### src/design/imoc_pkg.sv
// Shared constants for the interrupt mask and overcurrent capture block
package imoc_pkg;

	// Register port geometry
	localparam int ADDR_W = 16;
	localparam int DATA_W = 32;
	localparam int VAL_W  = 24;
	localparam int EVT_W  = 20;
	localparam int OC_CH  = 2;

	// Register offsets, one word per printed offset
	localparam logic [ADDR_W-1:0] ADDR_STATUS    = 16'h0403;
	localparam logic [ADDR_W-1:0] ADDR_MASK      = 16'h0405;
	localparam logic [ADDR_W-1:0] ADDR_OC_THRESH = 16'h0409;
	localparam logic [ADDR_W-1:0] ADDR_OC_CAP_A  = 16'h040a;
	localparam logic [ADDR_W-1:0] ADDR_OC_CAP_B  = 16'h040b;
	localparam logic [ADDR_W-1:0] ADDR_CFG_THREE = 16'h04f0;

	// Event bit positions shared by status and mask
	localparam int BIT_ZX_CUR_A   = 19;
	localparam int BIT_ZX_VOLT    = 17;
	localparam int BIT_NL_FVAR    = 15;
	localparam int BIT_NL_VA      = 14;
	localparam int BIT_NL_WATT    = 13;
	localparam int BIT_TEMP       = 12;
	localparam int BIT_FAST_RMS   = 11;
	localparam int BIT_PWR        = 10;
	localparam int BIT_WAVE       = 9;
	localparam int BIT_EGY        = 8;
	localparam int BIT_PULSE_TWO  = 7;
	localparam int BIT_PULSE_ONE  = 6;
	localparam int BIT_PSIGN_TWO  = 5;
	localparam int BIT_PSIGN_ONE  = 4;
	localparam int BIT_REACT_SIGN = 2;
	localparam int BIT_ACT_SIGN   = 0;

	// Implemented event bits; reserved positions stay zero
	localparam logic [EVT_W-1:0] EVT_IMPL = 20'hafff5;

	// Overcurrent enable bits in the configuration word
	localparam int OC_A_EN_BIT = 0;
	localparam int OC_B_EN_BIT = 1;

	// Reset values
	localparam logic [EVT_W-1:0] STATUS_RST = 20'h00000;
	localparam logic [EVT_W-1:0] MASK_RST   = 20'h00000;
	localparam logic [VAL_W-1:0] THRESH_RST = 24'hffffff;
	localparam logic [VAL_W-1:0] CAP_RST    = 24'h000000;
	localparam logic [OC_CH-1:0] OC_EN_RST  = 2'h0;

	// Capture channel state
	typedef struct packed {
		logic [VAL_W-1:0] value;
	} imoc_oc_state_t;

endpackage

### src/design/imoc_oc_channel.sv
// One overcurrent capture channel: compare fast rms and hold the excess
`timescale 1ns/100ps
module imoc_oc_channel (
	// Clock and reset
	input  wire logic                     core_clk,
	input  wire logic                     rst_n,
	// Metrology side
	input  wire logic                     rms_update,
	input  wire logic [imoc_pkg::VAL_W-1:0] fast_rms,
	// Configuration
	input  wire logic                     enable,
	input  wire logic [imoc_pkg::VAL_W-1:0] threshold,
	// Held value
	output logic      [imoc_pkg::VAL_W-1:0] capture
);

	imoc_pkg::imoc_oc_state_t s;
	imoc_pkg::imoc_oc_state_t next_s;

	// Compare only on a fresh result, so a stale value is never recaught
	always_comb begin
		next_s = s;
		if (rms_update && enable && (fast_rms > threshold)) begin
			next_s.value = fast_rms;
		end
	end

	// State register
	always_ff @(posedge core_clk) begin
		if (!rst_n) begin
			s.value <= imoc_pkg::CAP_RST;
		end else begin
			s <= next_s;
		end
	end

	assign capture = s.value;

endmodule

### src/design/imoc_top.sv
// Interrupt mask, sticky event status and overcurrent capture registers
`timescale 1ns/100ps

module imoc_top (
	// Clock and reset
	input  wire logic                        core_clk,
	input  wire logic                        rst_n,
	// Register port from the serial front end
	input  wire logic [imoc_pkg::ADDR_W-1:0] reg_addr,
	input  wire logic                        reg_wr,
	input  wire logic                        reg_rd,
	input  wire logic [imoc_pkg::DATA_W-1:0] reg_wdata,
	output logic      [imoc_pkg::DATA_W-1:0] reg_rdata,
	output logic                             reg_ack,
	// Metrology event pulses
	input  wire logic                        zero_cross_cur_a,
	input  wire logic                        zero_cross_volt,
	input  wire logic                        temp_ready,
	input  wire logic                        fast_rms_update,
	input  wire logic                        power_ready,
	input  wire logic                        waveform_ready,
	input  wire logic                        energy_ready,
	// Metrology levels
	input  wire logic                        noload_fund_reactive,
	input  wire logic                        noload_apparent,
	input  wire logic                        noload_active,
	input  wire logic                        reactive_power_negative,
	input  wire logic                        active_power_negative,
	// Pulse outputs and the sign of each pulse
	input  wire logic                        pulse_out_one,
	input  wire logic                        pulse_out_two,
	input  wire logic                        pulse_one_negative,
	input  wire logic                        pulse_two_negative,
	// Fast rms results
	input  wire logic [imoc_pkg::VAL_W-1:0]  fast_rms_current_a,
	input  wire logic [imoc_pkg::VAL_W-1:0]  fast_rms_current_b,
	// Host interrupt, active low
	output logic                             irq_n
);

	// Whole block state in one word
	typedef struct packed {
		// Host-visible registers
		logic [imoc_pkg::EVT_W-1:0]  status;
		logic [imoc_pkg::EVT_W-1:0]  mask;
		logic [imoc_pkg::VAL_W-1:0]  thresh;
		logic [imoc_pkg::OC_CH-1:0]  oc_en;
		// Edge and sign history
		logic [2:0]                  noload_q;
		logic [1:0]                  pulse_q;
		logic [1:0]                  psign_last;
		logic [1:0]                  psign_seen;
		logic                        react_last;
		logic                        act_last;
		logic                        pwr_seen;
		// Host answer and interrupt line
		logic [imoc_pkg::DATA_W-1:0] rdata;
		logic                        ack;
		logic                        irq;
	} imoc_top_state_t;

	imoc_top_state_t s;
	imoc_top_state_t next_s;

	// Per-channel wiring for the capture units
	logic [imoc_pkg::OC_CH-1:0][imoc_pkg::VAL_W-1:0] rms_bus;
	logic [imoc_pkg::OC_CH-1:0][imoc_pkg::VAL_W-1:0] cap_bus;

	// Combinational helpers
	logic [imoc_pkg::EVT_W-1:0] set_vec;
	logic [imoc_pkg::EVT_W-1:0] clr_vec;
	logic [imoc_pkg::EVT_W-1:0] next_status;
	logic [2:0]                 noload_now;
	logic [2:0]                 noload_chg;
	logic [1:0]                 pulse_now;
	logic [1:0]                 pulse_fall;
	logic [1:0]                 psign_now;
	logic [1:0]                 psign_flip;
	logic                       react_flip;
	logic                       act_flip;
	logic [imoc_pkg::DATA_W-1:0] rd_mux;
	// Host write results and the enabled pending events
	logic [imoc_pkg::EVT_W-1:0] next_mask;
	logic [imoc_pkg::VAL_W-1:0] next_thresh;
	logic [imoc_pkg::OC_CH-1:0] next_oc_en;
	logic [imoc_pkg::EVT_W-1:0] pend_vec;

	// Channel A first, then channel B
	assign rms_bus[0] = fast_rms_current_a;
	assign rms_bus[1] = fast_rms_current_b;

	// One capture unit per current channel
	genvar ch;
	generate
		for (ch = 0; ch < imoc_pkg::OC_CH; ch++) begin : g_oc
			imoc_oc_channel u_oc (
				.core_clk   (core_clk),
				.rst_n      (rst_n),
				.rms_update (fast_rms_update),
				.fast_rms   (rms_bus[ch]),
				.enable     (s.oc_en[ch]),
				.threshold  (s.thresh),
				.capture    (cap_bus[ch])
			);
		end
	endgenerate

	// Level and edge detection on metrology signals
	always_comb begin
		noload_now = {noload_fund_reactive, noload_apparent, noload_active};
		// Either direction of a no-load change counts
		noload_chg = noload_now ^ s.noload_q;
		pulse_now  = {pulse_out_two, pulse_out_one};
		// A pulse is issued on the high to low transition
		pulse_fall = s.pulse_q & ~pulse_now;
		psign_now  = {pulse_two_negative, pulse_one_negative};
		// First pulse has no predecessor, so no flip is reported
		psign_flip = pulse_fall & s.psign_seen
			& (psign_now ^ s.psign_last);
		// Power signs only compare across two refreshes
		react_flip = power_ready && s.pwr_seen
			&& (reactive_power_negative != s.react_last);
		act_flip   = power_ready && s.pwr_seen
			&& (active_power_negative != s.act_last);
	end

	// Gather all events into the status set vector
	always_comb begin
		set_vec = '0;
		set_vec[imoc_pkg::BIT_ZX_CUR_A]   = zero_cross_cur_a;
		set_vec[imoc_pkg::BIT_ZX_VOLT]    = zero_cross_volt;
		set_vec[imoc_pkg::BIT_NL_FVAR]    = noload_chg[2];
		set_vec[imoc_pkg::BIT_NL_VA]      = noload_chg[1];
		set_vec[imoc_pkg::BIT_NL_WATT]    = noload_chg[0];
		// Ready strobes pass straight through
		set_vec[imoc_pkg::BIT_TEMP]       = temp_ready;
		set_vec[imoc_pkg::BIT_FAST_RMS]   = fast_rms_update;
		set_vec[imoc_pkg::BIT_PWR]        = power_ready;
		set_vec[imoc_pkg::BIT_WAVE]       = waveform_ready;
		set_vec[imoc_pkg::BIT_EGY]        = energy_ready;
		// Edge and sign events from the pulse pins and the power signs
		set_vec[imoc_pkg::BIT_PULSE_TWO]  = pulse_fall[1];
		set_vec[imoc_pkg::BIT_PULSE_ONE]  = pulse_fall[0];
		set_vec[imoc_pkg::BIT_PSIGN_TWO]  = psign_flip[1];
		set_vec[imoc_pkg::BIT_PSIGN_ONE]  = psign_flip[0];
		set_vec[imoc_pkg::BIT_REACT_SIGN] = react_flip;
		set_vec[imoc_pkg::BIT_ACT_SIGN]   = act_flip;
	end

	// Host writes; reserved bits are dropped on entry
	// Read-only and unmapped offsets fall through untouched
	always_comb begin
		clr_vec     = '0;
		next_mask   = s.mask;
		next_thresh = s.thresh;
		next_oc_en  = s.oc_en;
		if (reg_wr) begin
			case (reg_addr)
				imoc_pkg::ADDR_STATUS: begin
					clr_vec = reg_wdata[imoc_pkg::EVT_W-1:0];
				end
				imoc_pkg::ADDR_MASK: begin
					next_mask = reg_wdata[imoc_pkg::EVT_W-1:0]
						& imoc_pkg::EVT_IMPL;
				end
				imoc_pkg::ADDR_OC_THRESH: begin
					next_thresh = reg_wdata[imoc_pkg::VAL_W-1:0];
				end
				imoc_pkg::ADDR_CFG_THREE: begin
					next_oc_en[0] = reg_wdata[imoc_pkg::OC_A_EN_BIT];
					next_oc_en[1] = reg_wdata[imoc_pkg::OC_B_EN_BIT];
				end
				default: begin
					clr_vec = '0;
				end
			endcase
		end
	end

	// Write-one-to-clear; a same-cycle event beats the clear
	always_comb begin
		next_status = ((s.status & ~clr_vec) | set_vec)
			& imoc_pkg::EVT_IMPL;
	end

	// Enabled pending events, one gate per status bit
	genvar b;
	generate
		for (b = 0; b < imoc_pkg::EVT_W; b++) begin : g_pend
			// Reserved bits are already zero in both words
			assign pend_vec[b] = next_status[b] & next_mask[b];
		end
	endgenerate

	// Read data selection; unmapped offsets read as zero
	always_comb begin
		rd_mux = '0;
		// Status and mask share one bit layout
		case (reg_addr)
			imoc_pkg::ADDR_STATUS: begin
				rd_mux[imoc_pkg::EVT_W-1:0] = s.status;
			end
			imoc_pkg::ADDR_MASK: begin
				rd_mux[imoc_pkg::EVT_W-1:0] = s.mask;
			end
			imoc_pkg::ADDR_OC_THRESH: begin
				rd_mux[imoc_pkg::VAL_W-1:0] = s.thresh;
			end
			imoc_pkg::ADDR_OC_CAP_A: begin
				rd_mux[imoc_pkg::VAL_W-1:0] = cap_bus[0];
			end
			imoc_pkg::ADDR_OC_CAP_B: begin
				rd_mux[imoc_pkg::VAL_W-1:0] = cap_bus[1];
			end
			imoc_pkg::ADDR_CFG_THREE: begin
				rd_mux[imoc_pkg::OC_CH-1:0] = s.oc_en;
			end
			default: begin
				rd_mux = '0;
			end
		endcase
	end

	// Next state of the whole block
	always_comb begin
		next_s = s;
		next_s.status   = next_status;
		// Edge history follows the pins every cycle
		next_s.noload_q = noload_now;
		next_s.pulse_q  = pulse_now;
		// Remember each pulse sign for the next comparison
		for (int i = 0; i < 2; i++) begin
			if (pulse_fall[i]) begin
				next_s.psign_last[i] = psign_now[i];
				next_s.psign_seen[i] = 1'b1;
			end
		end
		// Power signs are only meaningful at a power refresh
		if (power_ready) begin
			next_s.react_last = reactive_power_negative;
			next_s.act_last   = active_power_negative;
			next_s.pwr_seen   = 1'b1;
		end
		// Host-written registers
		next_s.mask   = next_mask;
		next_s.thresh = next_thresh;
		next_s.oc_en  = next_oc_en;
		// Read answer lands one cycle after the request
		next_s.ack = reg_rd || reg_wr;
		if (reg_rd) begin
			next_s.rdata = rd_mux;
		end
		// Interrupt follows the post-update status and mask
		next_s.irq = |pend_vec;
	end

	// State register
	always_ff @(posedge core_clk) begin
		if (!rst_n) begin
			// Host-visible registers
			s.status     <= imoc_pkg::STATUS_RST;
			s.mask       <= imoc_pkg::MASK_RST;
			s.thresh     <= imoc_pkg::THRESH_RST;
			s.oc_en      <= imoc_pkg::OC_EN_RST;
			// No history, so no pulse or sign edge on the first cycle; a no-load level already high reads as a change
			s.noload_q   <= 3'h0;
			s.pulse_q    <= 2'h0;
			s.psign_last <= 2'h0;
			s.psign_seen <= 2'h0;
			s.react_last <= 1'b0;
			s.act_last   <= 1'b0;
			s.pwr_seen   <= 1'b0;
			// Quiet bus answer and line
			s.rdata      <= 32'h0;
			s.ack        <= 1'b0;
			s.irq        <= 1'b0;
		end else begin
			s <= next_s;
		end
	end

	// Outputs straight from flip-flops
	// The line only inverts a flop, so it never glitches
	assign reg_rdata = s.rdata;
	assign reg_ack   = s.ack;
	assign irq_n     = ~s.irq;

endmodule

### config.mk
export PLATFORM = sky130hd
export DESIGN_NAME = imoc_top
export DESIGN_NICKNAME = d
export VERILOG_FILES = /design/src/design/imoc_pkg.sv /design/src/design/imoc_oc_channel.sv /design/src/design/imoc_top.sv
export SDC_FILE = /design/constraint.sdc
export NUM_CORES = 1
export LEC_CHECK = 0
export BUFFER_PORTS_ARGS = -buffer_cell sky130_fd_sc_hd__buf_4
export CORE_UTILIZATION = 60
export CTS_BUF_LIST = sky130_fd_sc_hd__clkbuf_16
export DETAILED_ROUTE_END_ITERATION = 8
export PLACE_DENSITY_LB_ADDON = 0.3
export SKIP_LAST_GASP = 1
export SLEW_MARGIN = 40
export SYNTH_ARGS = -nofsm -noshare
export SYNTH_HDL_FRONTEND = slang
export SYNTH_SLANG_ARGS = --single-unit
### constraint.sdc
create_clock -name core_clk -period 7.7 [get_ports core_clk]
set_input_delay 0.77 -clock core_clk [delete_from_list [all_inputs] [get_ports core_clk]]
set_output_delay 0.77 -clock core_clk [all_outputs]
set_load 0.03 [all_outputs]
# --- After elaboration in Yosys (flattened, before gate mapping) ---
# Index checks and enable logic that the tools add are counted.
totals:
  ff_bits: 148
  in_bits: 116
  out_inout_bits: 34
  wordCells: 73
op_classes:
  magnitude_cmp: 2
  n_eq_ne: 8
  muxes: 7
  bitwise: 26
  reduce_logical: 11
op_table:
  columns: ["operator", "n"]
  rows:
  - ["$eq A16 B11 Y1 const B", 6]
  - ["$pmux W18 S5", 1]
  - ["$mux W20", 4]
  - ["$gt A24 B24 Y1", 2]
  - ["$and A20 B20 Y20", 1]
  - ["$not A20 Y20", 1]
  - ["$or A20 B20 Y20", 1]
  - ["$and A1 B1 Y1", 16]
  - ["$reduce_or A16 Y1", 1]
  - ["$pmux W2 S6", 1]
  - ["$pmux W4 S3", 1]
  - ["$logic_and A1 B1 Y1", 7]
  - ["$and A2 B2 Y2", 3]
  - ["$reduce_and A2 Y1", 2]
  - ["$xor A3 B3 Y3", 1]
  - ["$ne A1 B1 Y1", 2]
  - ["$not A2 Y2", 1]
  - ["$xor A2 B2 Y2", 1]
  - ["$logic_or A1 B1 Y1", 1]
  - ["$not A1 Y1", 1]

# --- Depth between registers and ports, before layout ---
# Gate-level depths: netlist of the first run.
depth:
  word_depth: 8
  ltp_mapped: 11
  mapped_depth_nobuf: 9

# --- By module ---
# A second synthesis of the first run with hierarchy kept.
hier_totals:
  cells_unflattened: 908
  area_unflattened_um2: 7971.4
by_module_without_submodules:
  columns: ["mod", "n_inst", "cells_per_inst", "area_each_um2", "seq_area_each_um2"]
  rows:
  - ["imoc_top", 1, 526, 4730.8, 1921.8]
  - ["imoc_oc_channel", 2, 191, 1620.3, 480.5]

# --- Worst setup path before layout of the first run ---
# No wires, ideal clock.
synth_timing:
  kind: "input to register"
  startpoint: "input reg_addr[13] (netlist bit)"
  endpoint: "register s[0] (netlist bit)"
  setup_ns: 0.125
  t_arrival_ns: 2.915
  t_required_ns: 7.575
  setup_slack_ns: 4.660
  path_stages: 8
  path_buffers: 1
  cell_sequence: "nor4_4 -> nand3_1 -> nor2_1 -> buf_2 -> mux2i_1 -> nor3_1 -> or4_1 -> o41a_1"
synth_via:
  elab_chain_cells: 8
synth_rtl:
  columns: ["item", "line", "source"]
  rows:
  - ["start: declaration", "imoc_top.sv:9", "input wire logic [imoc_pkg::ADDR_W-1:0] reg_addr,"]
  - ["$eq A16 B11 Y1", "imoc_top.sv:158", "case (reg_addr)"]
  - ["$mux W20", "imoc_top.sv:158", null]
  - ["$mux W20", "imoc_top.sv:157", "if (reg_wr) begin"]
  - ["$not A20 Y20", "imoc_top.sv:182", "next_status = ((s.status & ~clr_vec) | set_vec)"]
  - ["$and A20 B20 Y20", "imoc_top.sv:182", null]
  - ["$or A20 B20 Y20", "imoc_top.sv:182", null]
  - ["$and A1 B1 Y1", "imoc_top.sv:191", "assign pend_vec[b] = next_status[b] & next_mask[b];"]
  - ["$reduce_or A16 Y1 (*)", "imoc_top.sv:254", "next_s.irq = |pend_vec;"]
  - ["end signal: assignment", "imoc_top.sv:278", "s <= next_s;"]
  - ["end: declaration", "imoc_top.sv:62", "imoc_top_state_t s;"]
# Every way passes the cells marked *; elsewhere a longest branch is shown, timed or not.
# A chain may end at the register's enable or synchronous reset.

# --- Worst setup path in the final report of the first run ---
layout_timing:
  startpoint: "input reg_addr[1] (netlist bit)"
  endpoint: "register s[0] (netlist bit)"
# Same word-level chain as after synthesis.

==> out/metrics.cfg, run 1 <==
[grt]
globalRoute.totalOverflow=0
antenna_found_initial=0
grt_pass1_vias=6350
grt_pass1_wl_mm=31.2
grt_max_degree=86
grt_use_total_pct=31.2

[route]
via_per_inst=5.84
wire_per_inst_um=17.4
drc=0
antenna_left=0
drt-total-wl_mm=19.8
first_drt_pass_iteration_count=6
initialDrtViolationCount=581
vias=6645

[critical_path]
critical_path_peak_fanout=31
startpoint_of_the_most_critical_setup_path=reg_addr[1]
worst_setup_path_start_kind=input port
critical_path_endpoint_category=flop
arrival_ps=3480
critical_path.reg2reg.startpoint=s[61]
worst-setup-path-type=in -> reg
data_required_critical_path_ps=8000

[layout]
ant_diodes=0
final_design_area_no_fill_um2=8950
drive_above_1_share_pct=18.6
synthToLayoutAreaGrowth_pct=18.1
utilization_pct=73.6
num-nets-final=1122

[timing]
fin_skew_ps=7.92
setup_viol=0
period_needed_ps=3180
timing.fmax_mhz=315
worstMarginPinSlew_ps=821
grt_setup_unrepaired=no
final_max_slew_viol_count=0
timing.slew.headroom_pct=45.2
period_share_pct=41.3
timing.setup.tns_ps=0
hold_slack_ps=457
hold_viol_final=0

[synth]
synth-seq-area-share_pct=38.0
ys.flop_type=sky130_fd_sc_hd__dfxtp_1
postSynthRegisterBits=144
number_of_synthesized_flops_with_an_enable_pin=0
yosys.area.top_type=sky130_fd_sc_hd__dfxtp_1
synth_largest_type_area_fraction_pct=38.0
average_instance_area_after_synthesis_um2=8.65
yosys_warnings=0
synth.most_common_cell=sky130_fd_sc_hd__dfxtp_1
netlist_instances=876
synthDistinctLibCells=58
async_flop_share_pct=0
mappedNetlistArea_um2=7580
synth.area.top_cells=sky130_fd_sc_hd__dfxtp_1 38%, sky130_fd_sc_hd__mux2i_1 12%, sky130_fd_sc_hd__ha_1 7.9%, sky130_fd_sc_hd__nand2_1 6.9%, sky130_fd_sc_hd__nor2_1 3.6%
yosys-top-cells-count=144 x sky130_fd_sc_hd__dfxtp_1, 139 x sky130_fd_sc_hd__nand2_1, 88 x sky130_fd_sc_hd__mux2i_1, 72 x sky130_fd_sc_hd__nor2_1

[cts]
worst_setup_hold_path_clk_slew_ps=60
cts_tree=yes
cts_sinks=144
cts_htree_levels=4
ctsResizeCount=0
cts_setup_buffers=0
cts-root-buf=sky130_fd_sc_hd__clkbuf_16
clockBufferDepth=2
cts_made_buffers=17
cts_hold_buffers=0
clock_insertion_delay_worst_skew_ps=410

[floorplanning]
die_height_um=114
die_area_um2=13100
starting_density_of_the_core_pct=62.3
core_um2=12200
core.rowCount=40
die_width_um=114
ioPinCount=150

[min_path]
hold_class=reg -> reg
launch_point_of_the_worst_hold_path=g_oc[0].u_oc.capture[10]

[placed_design]
finalWeightedCongestion=0.861
placement.cell_area_um2=8430
numPortBuffers=133
dp_hpwl_mm=13.7

[power_and_ir_drop]
sw_frac_of_total_pct=24.8
p_per_area_nw_per_um2=183
power.switching_uw=405
p_clk_share_pct=42.8
max-vdd-ir-drop_uv=128
power.internal_uw=1230
p_leak_uw=0.00398
sequentialPowerShare_pct=47.0
share_comb_of_total_power_pct=10.2

[run]
timing.max_cap.violations=0

[outcome]
run_status=completed

[state kept, by name, summed over array words and instances (netlist names)]
register	count
g_oc.u_oc.capture	48
reg_ack	1
s	71
reg_rdata	24
[routing by layer]
layer	up-vias	routed length [um]	track usage [%]
met2	266	9550	52.2
li1	3217	-	-
met5	-	0	0
met3	43	1250	6.30
met4	0	681	14.8
met1	3119	8300	38.5
[cell type report]
type                    instances  area [um^2]
multi-input cells             620         4160
fillers                       932         3210
flip-flops and latches        144         2880
repair buffers                141         1080
clock buffers                  17          425
well taps                     168          210
inverters                      34          128
clock inverters                14         63.8
[worst max-delay path, stage by stage]
cell and delay [ps]:
sky130_fd_sc_hd__buf_4 450, sky130_fd_sc_hd__nand3b_4 170, sky130_fd_sc_hd__nor3b_4 490, sky130_fd_sc_hd__a31oi_1 190, sky130_fd_sc_hd__a2bb2o_1 280, sky130_fd_sc_hd__nand4_1 130
sky130_fd_sc_hd__or4_1 550, sky130_fd_sc_hd__o41a_1 430
[power by group through the flow]
| stage | clock network [uW] | registers, uW | logic, uW |
|---|---|---|---|
| global route | 738 | 769 | 181 |
| CTS | 701 | 768 | 166 |
| global placement | 0 | 783 | 163 |
| floorplan | 0 | 782 | 94.2 |
| finish | 700 | 768 | 167 |
| detailed placement | 0 | 784 | 165 |
[per-stage QoR]
step / setup slack (ps) / std cells / total power [uW]
2_1_floorplan: 4660 / 883 / 876
3_3_place_gp: 4180 / 1106 / 946
3_5_place_dp: 4170 / 1106 / 949
4_1_cts: 4560 / 1137 / 1630
5_1_grt: 4410 / 1138 / 1690
6_report: 4520 / 1138 / 1630
[final timing paths]
path,slack (ps),cells past startpoint,endpoint
setup reg to reg,4960,10,g_oc[0].u_oc.capture[0]
setup / recovery,4520,8,s[0]
hold reg to reg,460,2,g_oc[0].u_oc.capture[10]
hold / removal,460,2,g_oc[0].u_oc.capture[10]
[cell usage in the layout (no fill, tap or decap), drive strengths merged, types with 4 or more instances in the layout]
cell type,n
a21o,14
nor3,7
nand4,18
xor2,7
a21oi,49
a31oi,20
mux2i,88
a22oi,15
nor2b,10
o211ai,26
o21a,12
inv,38
clkbuf,17
dfxtp,144
a2bb2o,4
clkinv,9
o21ai,25
conb,8
nor2,72
nand2,140
o21bai,4
and2,7
a211oi,5
ha,48
buf,141
nand3,6
[logic make-up (layout without fill, tap and decap cells)]
kind of cell / Yosys count / in the layout / synth area share (%)
AO/OA/AOI/OAI: 191 / 191 / 16.9
XOR/XNOR: 7 / 7 / 0.809
adder cells (fa/ha/maj): 48 / 48 / 7.93
buffers and inverters: 119 / 206 / 7.74
flip-flops: 144 / 144 / 38.0
multiplexers: 88 / 88 / 11.6
other: 1 / 8 / 0.0495
AND/OR/NAND/NOR: 278 / 278 / 16.9
(Power assumes the default switching activity.)
==> run 2, diff against run 1 <==
CORE_UTILIZATION = 50   (was 60)
clock period = 2.8 ns   (was 7.7 ns; I/O delays follow)
==> out/metrics.cfg, run 2 (same netlist as run 1, synthesis figures left out) <==
[critical_path]
worst_setup_path_start_kind=flop
critical_path.max_stage_delay_ps=570  ; +20 ps
crit_path_top_delay_cell=sky130_fd_sc_hd__o41ai_1
critical_path_peak_fanout=19  ; -39%
worst-setup-path-type=reg -> reg
data_required_critical_path_ps=3110  ; -4890 ps
path_cells=inv_1 > ha_1 > a21o_1 > a21oi_1 > nor2b_1 > o41ai_1 > o211ai_1 > o21a_1 > buf_12 > mux2i_1
critical_path_endpoint_category=flop
arrival_ps=2990  ; -490 ps

[placed_design]
dpl.cell_count=1147  ; +3.7%
dp_hpwl_mm=14.9  ; +8.2%
placement.cell_area_um2=8690  ; +3.2%
numPortBuffers=133  ; unchanged
finalWeightedCongestion=0.907  ; +5.3%
place_worst_setup_slack_ps=1.87  ; -4170 ps

[timing]
timing.fmax_mhz=372
hold_viol_final=0  ; unchanged
setup_viol=0  ; unchanged
timing.slew.headroom_pct=52.1  ; +6.9 points
fin_skew_ps=5.80  ; -2.11 ps
final_max_slew_viol_count=0  ; unchanged
worstMarginPinSlew_ps=714  ; -108 ps
timing.setup.tns_ps=0  ; unchanged
period_needed_ps=2690
grt_setup_unrepaired=no
period_share_pct=96.0
final.setup.worst_slack_ps=113  ; -4410 ps

[power_and_ir_drop]
p_leak_uw=0.00413  ; +3.9%
max-vdd-ir-drop_uv=468  ; +270%
p_per_area_nw_per_um2=516  ; +180%

[cts]
worst_setup_hold_path_clk_slew_ps=50  ; about the same
cts_made_buffers=17  ; unchanged
cts_setup_buffers=0  ; unchanged
cts_htree_levels=4  ; unchanged
cts_sinks=144  ; unchanged
cts_tree=yes
cts_hold_buffers=0  ; unchanged
clockBufferDepth=2  ; unchanged
ctsResizeCount=0  ; unchanged
cts-root-buf=sky130_fd_sc_hd__clkbuf_16
clock_insertion_delay_worst_skew_ps=430  ; +20 ps

[layout]
largest_reg_flops=71  ; unchanged
ant_diodes=0  ; unchanged
num-nets-final=1146  ; +2.1%
synthToLayoutAreaGrowth_pct=22.0
final-seq-area_um2=2880  ; unchanged
drive_above_1_share_pct=20.4  ; +1.8 points
mostFrequentLayoutCell=sky130_fd_sc_hd__buf_4
final_design_area_no_fill_um2=9250  ; +3.3%
utilization_pct=63.1  ; -10 points
area_taken_by_multi_input_logic_gates_um2=4150  ; -0.21%
most_frequent_cells_in_the_layout=160 x sky130_fd_sc_hd__buf_4, 144 x sky130_fd_sc_hd__dfxtp_1, 139 x sky130_fd_sc_hd__nand2_1
fill_cells=1226  ; +32%
fin_cells=1176  ; +3.3%
max_flop_register=s

[route]
drt-total-wl_mm=20.6  ; +4.1%
wire_per_inst_um=17.5  ; +0.74%
drc=0  ; unchanged
first_drt_pass_iteration_count=7  ; +1
antenna_left=0  ; unchanged
initialDrtViolationCount=601  ; +3.4%
vias=6683  ; +0.57%
via_per_inst=5.68  ; -2.7%

[grt]
grt_pass1_vias=6375  ; +0.39%
grt_max_degree=150  ; +74%
antenna_found_initial=0  ; unchanged
globalRoute.totalOverflow=0  ; unchanged
grt_pass1_wl_mm=32.7  ; +4.8%
grt_use_total_pct=26.7  ; -4.5 points

[floorplanning]
ioPinCount=150  ; unchanged
die_width_um=125  ; +9.4%
starting_density_of_the_core_pct=51.7  ; -11 points
core.rowCount=44  ; +10%
die_area_um2=15700  ; +20%
core_um2=14600  ; +20%
die_height_um=125  ; +9.4%

[min_path]
hold_class=in -> reg

[run]
timing.max_cap.violations=0  ; unchanged

[outcome]
run_status=completed

## run 2: cell count changes in the layout (fill, tap and decap cells not counted)
cell,delta
sky130_fd_sc_hd__inv_1,-3
sky130_fd_sc_hd__clkinv_2,-2
sky130_fd_sc_hd__buf_4,+20
sky130_fd_sc_hd__o21a_2,-1
sky130_fd_sc_hd__o21a_1,+2
sky130_fd_sc_hd__clkinv_1,+1
sky130_fd_sc_hd__bufinv_16,+3
sky130_fd_sc_hd__o21a_4,-1
sky130_fd_sc_hd__buf_12,+5
sky130_fd_sc_hd__buf_16,-1
sky130_fd_sc_hd__clkinvlp_4,-1
## run 2: worst max-delay path, delay by kind of cell, from the launching register on
kind / cells / cell delay (ps)
AOI/OAI and AO/OA: 5 / 1500
adders and majority gates: 1 / 290
buffers and inverters: 2 / 250
DFF: 1 / 320
muxes: 1 / 130
and+or+nand+nor: 1 / 60
## run 2: final timing paths
kind | slack (ps) | end | cells past startpoint | from
worst max-delay path | 110 | g_oc[0].u_oc.capture[17] | 10 | s[61]
worst min-delay path | 70 | s[41] | 2 | pulse_out_one
worst max register to register | 110 | g_oc[0].u_oc.capture[17] | 10 | s[61]
worst min register to register | 460 | g_oc[0].u_oc.capture[22] | 2 | g_oc[0].u_oc.capture[22]
## run 2: metal layers
metal | wire length [um] | track usage (%) | vias to the layer above
met1 | 8970 | 33.9 | 3138
met4 | 699 | 13.2 | 0
li1 | - | - | 3254
met2 | 9660 | 43.3 | 246
met5 | 0 | 0 | -
met3 | 1260 | 5.43 | 45
## run 2: power breakdown
| part | total [uW] | switching [uW] | internal (uW) |
|---|---|---|---|
| sequential | 2110 | 21.6 | 2090 |
| clock | 2180 | 825 | 1360 |
| combinational | 475 | 263 | 212 |
| total | 4770 | 1110 | 3660 |
## run 2: final cells by class
type | instances | area share [%]
Timing Repair Buffer | 165 | 14.1
Clock inverter | 12 | 1.39
Tap cell | 184 | 2.49
Clock buffer | 17 | 4.60
Sequential cell | 144 | 31.2
Multi-Input combinational cell | 620 | 44.9
Inverter | 34 | 1.38
## run 2: through the flow
stage / hold WS (ps) / power, uW
6_report: 66.7 / 4770
5_1_grt: 65.7 / 4920
4_1_cts: 58.8 / 4790
3_5_place_dp: 450 / 2620
3_3_place_gp: 441 / 2620
2_1_floorplan: 390 / 2410
==> run 3, diff against run 2 <==
CORE_MARGIN = 1.5   (was unset)
REMOVE_ABC_BUFFERS = 1   (was unset)
==> out/metrics.cfg, run 3 (same netlist as run 1, synthesis figures left out) <==
[route]
antenna_left=0  ; unchanged
drc=6  ; +6
drt-total-wl_mm=20.3  ; -1.3%
vias=6527  ; -2.3%
initialDrtViolationCount=510  ; -15%
via_per_inst=5.57  ; -1.9%
first_drt_pass_iteration_count=7  ; unchanged
wire_per_inst_um=17.4  ; -0.91%

[floorplanning]
starting_density_of_the_core_pct=51.7  ; unchanged
die_area_um2=15900  ; +1.6%
die_height_um=126  ; +0.80%
die_width_um=126  ; +0.80%
ioPinCount=150  ; unchanged
core_um2=14600  ; unchanged
core.rowCount=44  ; unchanged

[layout]
synthToLayoutAreaGrowth_pct=21.9  ; about the same
mostFrequentLayoutCell=sky130_fd_sc_hd__buf_4
most_frequent_cells_in_the_layout=155 x sky130_fd_sc_hd__buf_4, 144 x sky130_fd_sc_hd__dfxtp_1, 139 x sky130_fd_sc_hd__nand2_1
fill_cells=1256  ; +2.4%
drive_above_1_share_pct=20.3  ; -0.099 points
num-nets-final=1138  ; -0.70%
ant_diodes=0  ; unchanged
utilization_pct=63.1  ; about the same
final_design_area_no_fill_um2=9240  ; about the same
max_flop_register=s
largest_reg_flops=71  ; unchanged

[critical_path]
critical_path_peak_fanout=19  ; unchanged
critical_path.reg2reg.startpoint=s[61]
worst_setup_path_start_kind=flop
timing.reg2reg.setup_slack_ps=260  ; +140 ps
reg2regPathDepth=10  ; unchanged
rr_endpoint=g_oc[0].u_oc.capture[12]
critical_path_endpoint_category=flop
worst-setup-path-type=reg -> reg
data_required_critical_path_ps=3110  ; about the same
arrival_ps=2860  ; -130 ps

[grt]
grt_pass1_wl_mm=32.4  ; -0.95%
grt_use_total_pct=26.0  ; -0.67 points
grt_max_degree=53  ; -65%
globalRoute.totalOverflow=0  ; unchanged
grt_pass1_vias=6374  ; -0.016%
antenna_found_initial=0  ; unchanged

[timing]
worstMarginPinSlew_ps=634  ; -79.8 ps
grt_setup_unrepaired=no
period_share_pct=90.9  ; -5.1 points
timing.fmax_mhz=393  ; +5.6%
final_max_slew_viol_count=0  ; unchanged
hold_viol_final=0  ; unchanged
timing.slew.headroom_pct=57.8  ; +5.6 points
fin_skew_ps=7.36  ; +1.56 ps
final.setup.worst_slack_ps=256  ; +143 ps
period_needed_ps=2540  ; -143 ps
setup_viol=0  ; unchanged

[placed_design]
dp_hpwl_mm=14.3  ; -4.1%
placement.cell_area_um2=8600  ; -1.1%
place_worst_setup_slack_ps=1.19  ; -0.673 ps
numPortBuffers=133  ; unchanged
finalWeightedCongestion=0.872  ; -3.8%

[outcome]
run_status=finished, violations left
failed_checks=design-rule violations

[cts]
cts_htree_levels=4  ; unchanged
cts_setup_buffers=0  ; unchanged
clockBufferDepth=2  ; unchanged
cts_hold_buffers=0  ; unchanged
cts-root-buf=sky130_fd_sc_hd__clkbuf_16
cts_tree=yes
worst_setup_hold_path_clk_slew_ps=60  ; about the same
ctsResizeCount=0  ; unchanged
cts_sinks=144  ; unchanged
clock_insertion_delay_worst_skew_ps=430  ; about the same
cts_made_buffers=17  ; unchanged

[power_and_ir_drop]
p_leak_uw=0.00411  ; -0.62%
max-vdd-ir-drop_uv=449  ; -4.1%
p_per_area_nw_per_um2=548  ; +6.3%
totalPowerFinal_uw=5070  ; +6.2%

[min_path]
hold_path_end=s[41]
worst_hold_path.num_cells=2  ; unchanged
hold_class=in -> reg
launch_point_of_the_worst_hold_path=pulse_out_one

[run]
timing.max_cap.violations=0  ; unchanged

## run 3: cell count changes in the layout (fill, tap and decap cells not counted), moves of 2 or more
cell / before / now
sky130_fd_sc_hd__clkinvlp_4: 0 / 2
sky130_fd_sc_hd__buf_12: 5 / 2
sky130_fd_sc_hd__bufinv_16: 3 / 5
sky130_fd_sc_hd__buf_4: 160 / 155
sky130_fd_sc_hd__clkinv_2: 4 / 2
sky130_fd_sc_hd__clkinv_1: 4 / 2
sky130_fd_sc_hd__clkinv_4: 0 / 3
## run 3: power breakdown
part           switching (uW)  total [uW]  internal [uW]
sequential               20.8        2110           2090
combinational             264         471            206
clock                     912        2490           1580
## run 3: cell type report
| type | count | area [um^2] | share of cell area, % |
|---|---|---|---|
| Multi-Input combinational cell | 620 | 4150 | 44.9 |
| Sequential cell | 144 | 2880 | 31.2 |
| Timing Repair Buffer | 157 | 1200 | 13.0 |
| Clock buffer | 17 | 425 | 4.60 |
| Tap cell | 184 | 230 | 2.49 |
| Clock inverter | 15 | 218 | 2.36 |
| Inverter | 34 | 128 | 1.38 |
## run 3: worst max path at each step
stage / startpoint / end / slack (ps) / cells after the start
floorplan: reg_addr[13] / s[48] / -2010 / 6
global placement: reg_addr[5] / s[0] / 30 / 8
detailed placement: reg_addr[5] / s[0] / 1 / 9
CTS: s[61] / g_oc[0].u_oc.capture[0] / 290 / 10
global route: s[61] / g_oc[0].u_oc.capture[3] / 190 / 10
finish: s[61] / g_oc[0].u_oc.capture[12] / 260 / 10
## run 3: per-stage QoR
stage,hold slack [ps],TNS [ps],std cells
floorplan,369,-57120,798
global placement,443,0,1139
detailed placement,447,0,1139
CTS,47.4,0,1171
global route,51.3,0,1171
finish,56.5,0,1171
## run 3: worst max-delay path, stage by stage (launching register included)
cell and delay [ps]:
sky130_fd_sc_hd__dfxtp_1 340, sky130_fd_sc_hd__inv_1 80, sky130_fd_sc_hd__ha_1 300, sky130_fd_sc_hd__a21o_1 160, sky130_fd_sc_hd__a21oi_1 140, sky130_fd_sc_hd__nor2b_1 70, sky130_fd_sc_hd__o41ai_1 400, sky130_fd_sc_hd__o211ai_1 190
sky130_fd_sc_hd__o21a_1 360, sky130_fd_sc_hd__buf_12 240, sky130_fd_sc_hd__mux2i_1 130
## run 3: routing by layer
| metal | vias up | GRT usage, % | wire (um) |
|---|---|---|---|
| li1 | 3240 | - | - |
| met1 | 3060 | 33.1 | 8970 |
| met2 | 197 | 43.7 | 9720 |
| met3 | 30 | 6.46 | 1290 |
| met4 | 0 | 7.98 | 338 |
| met5 | - | 0 | 0 |
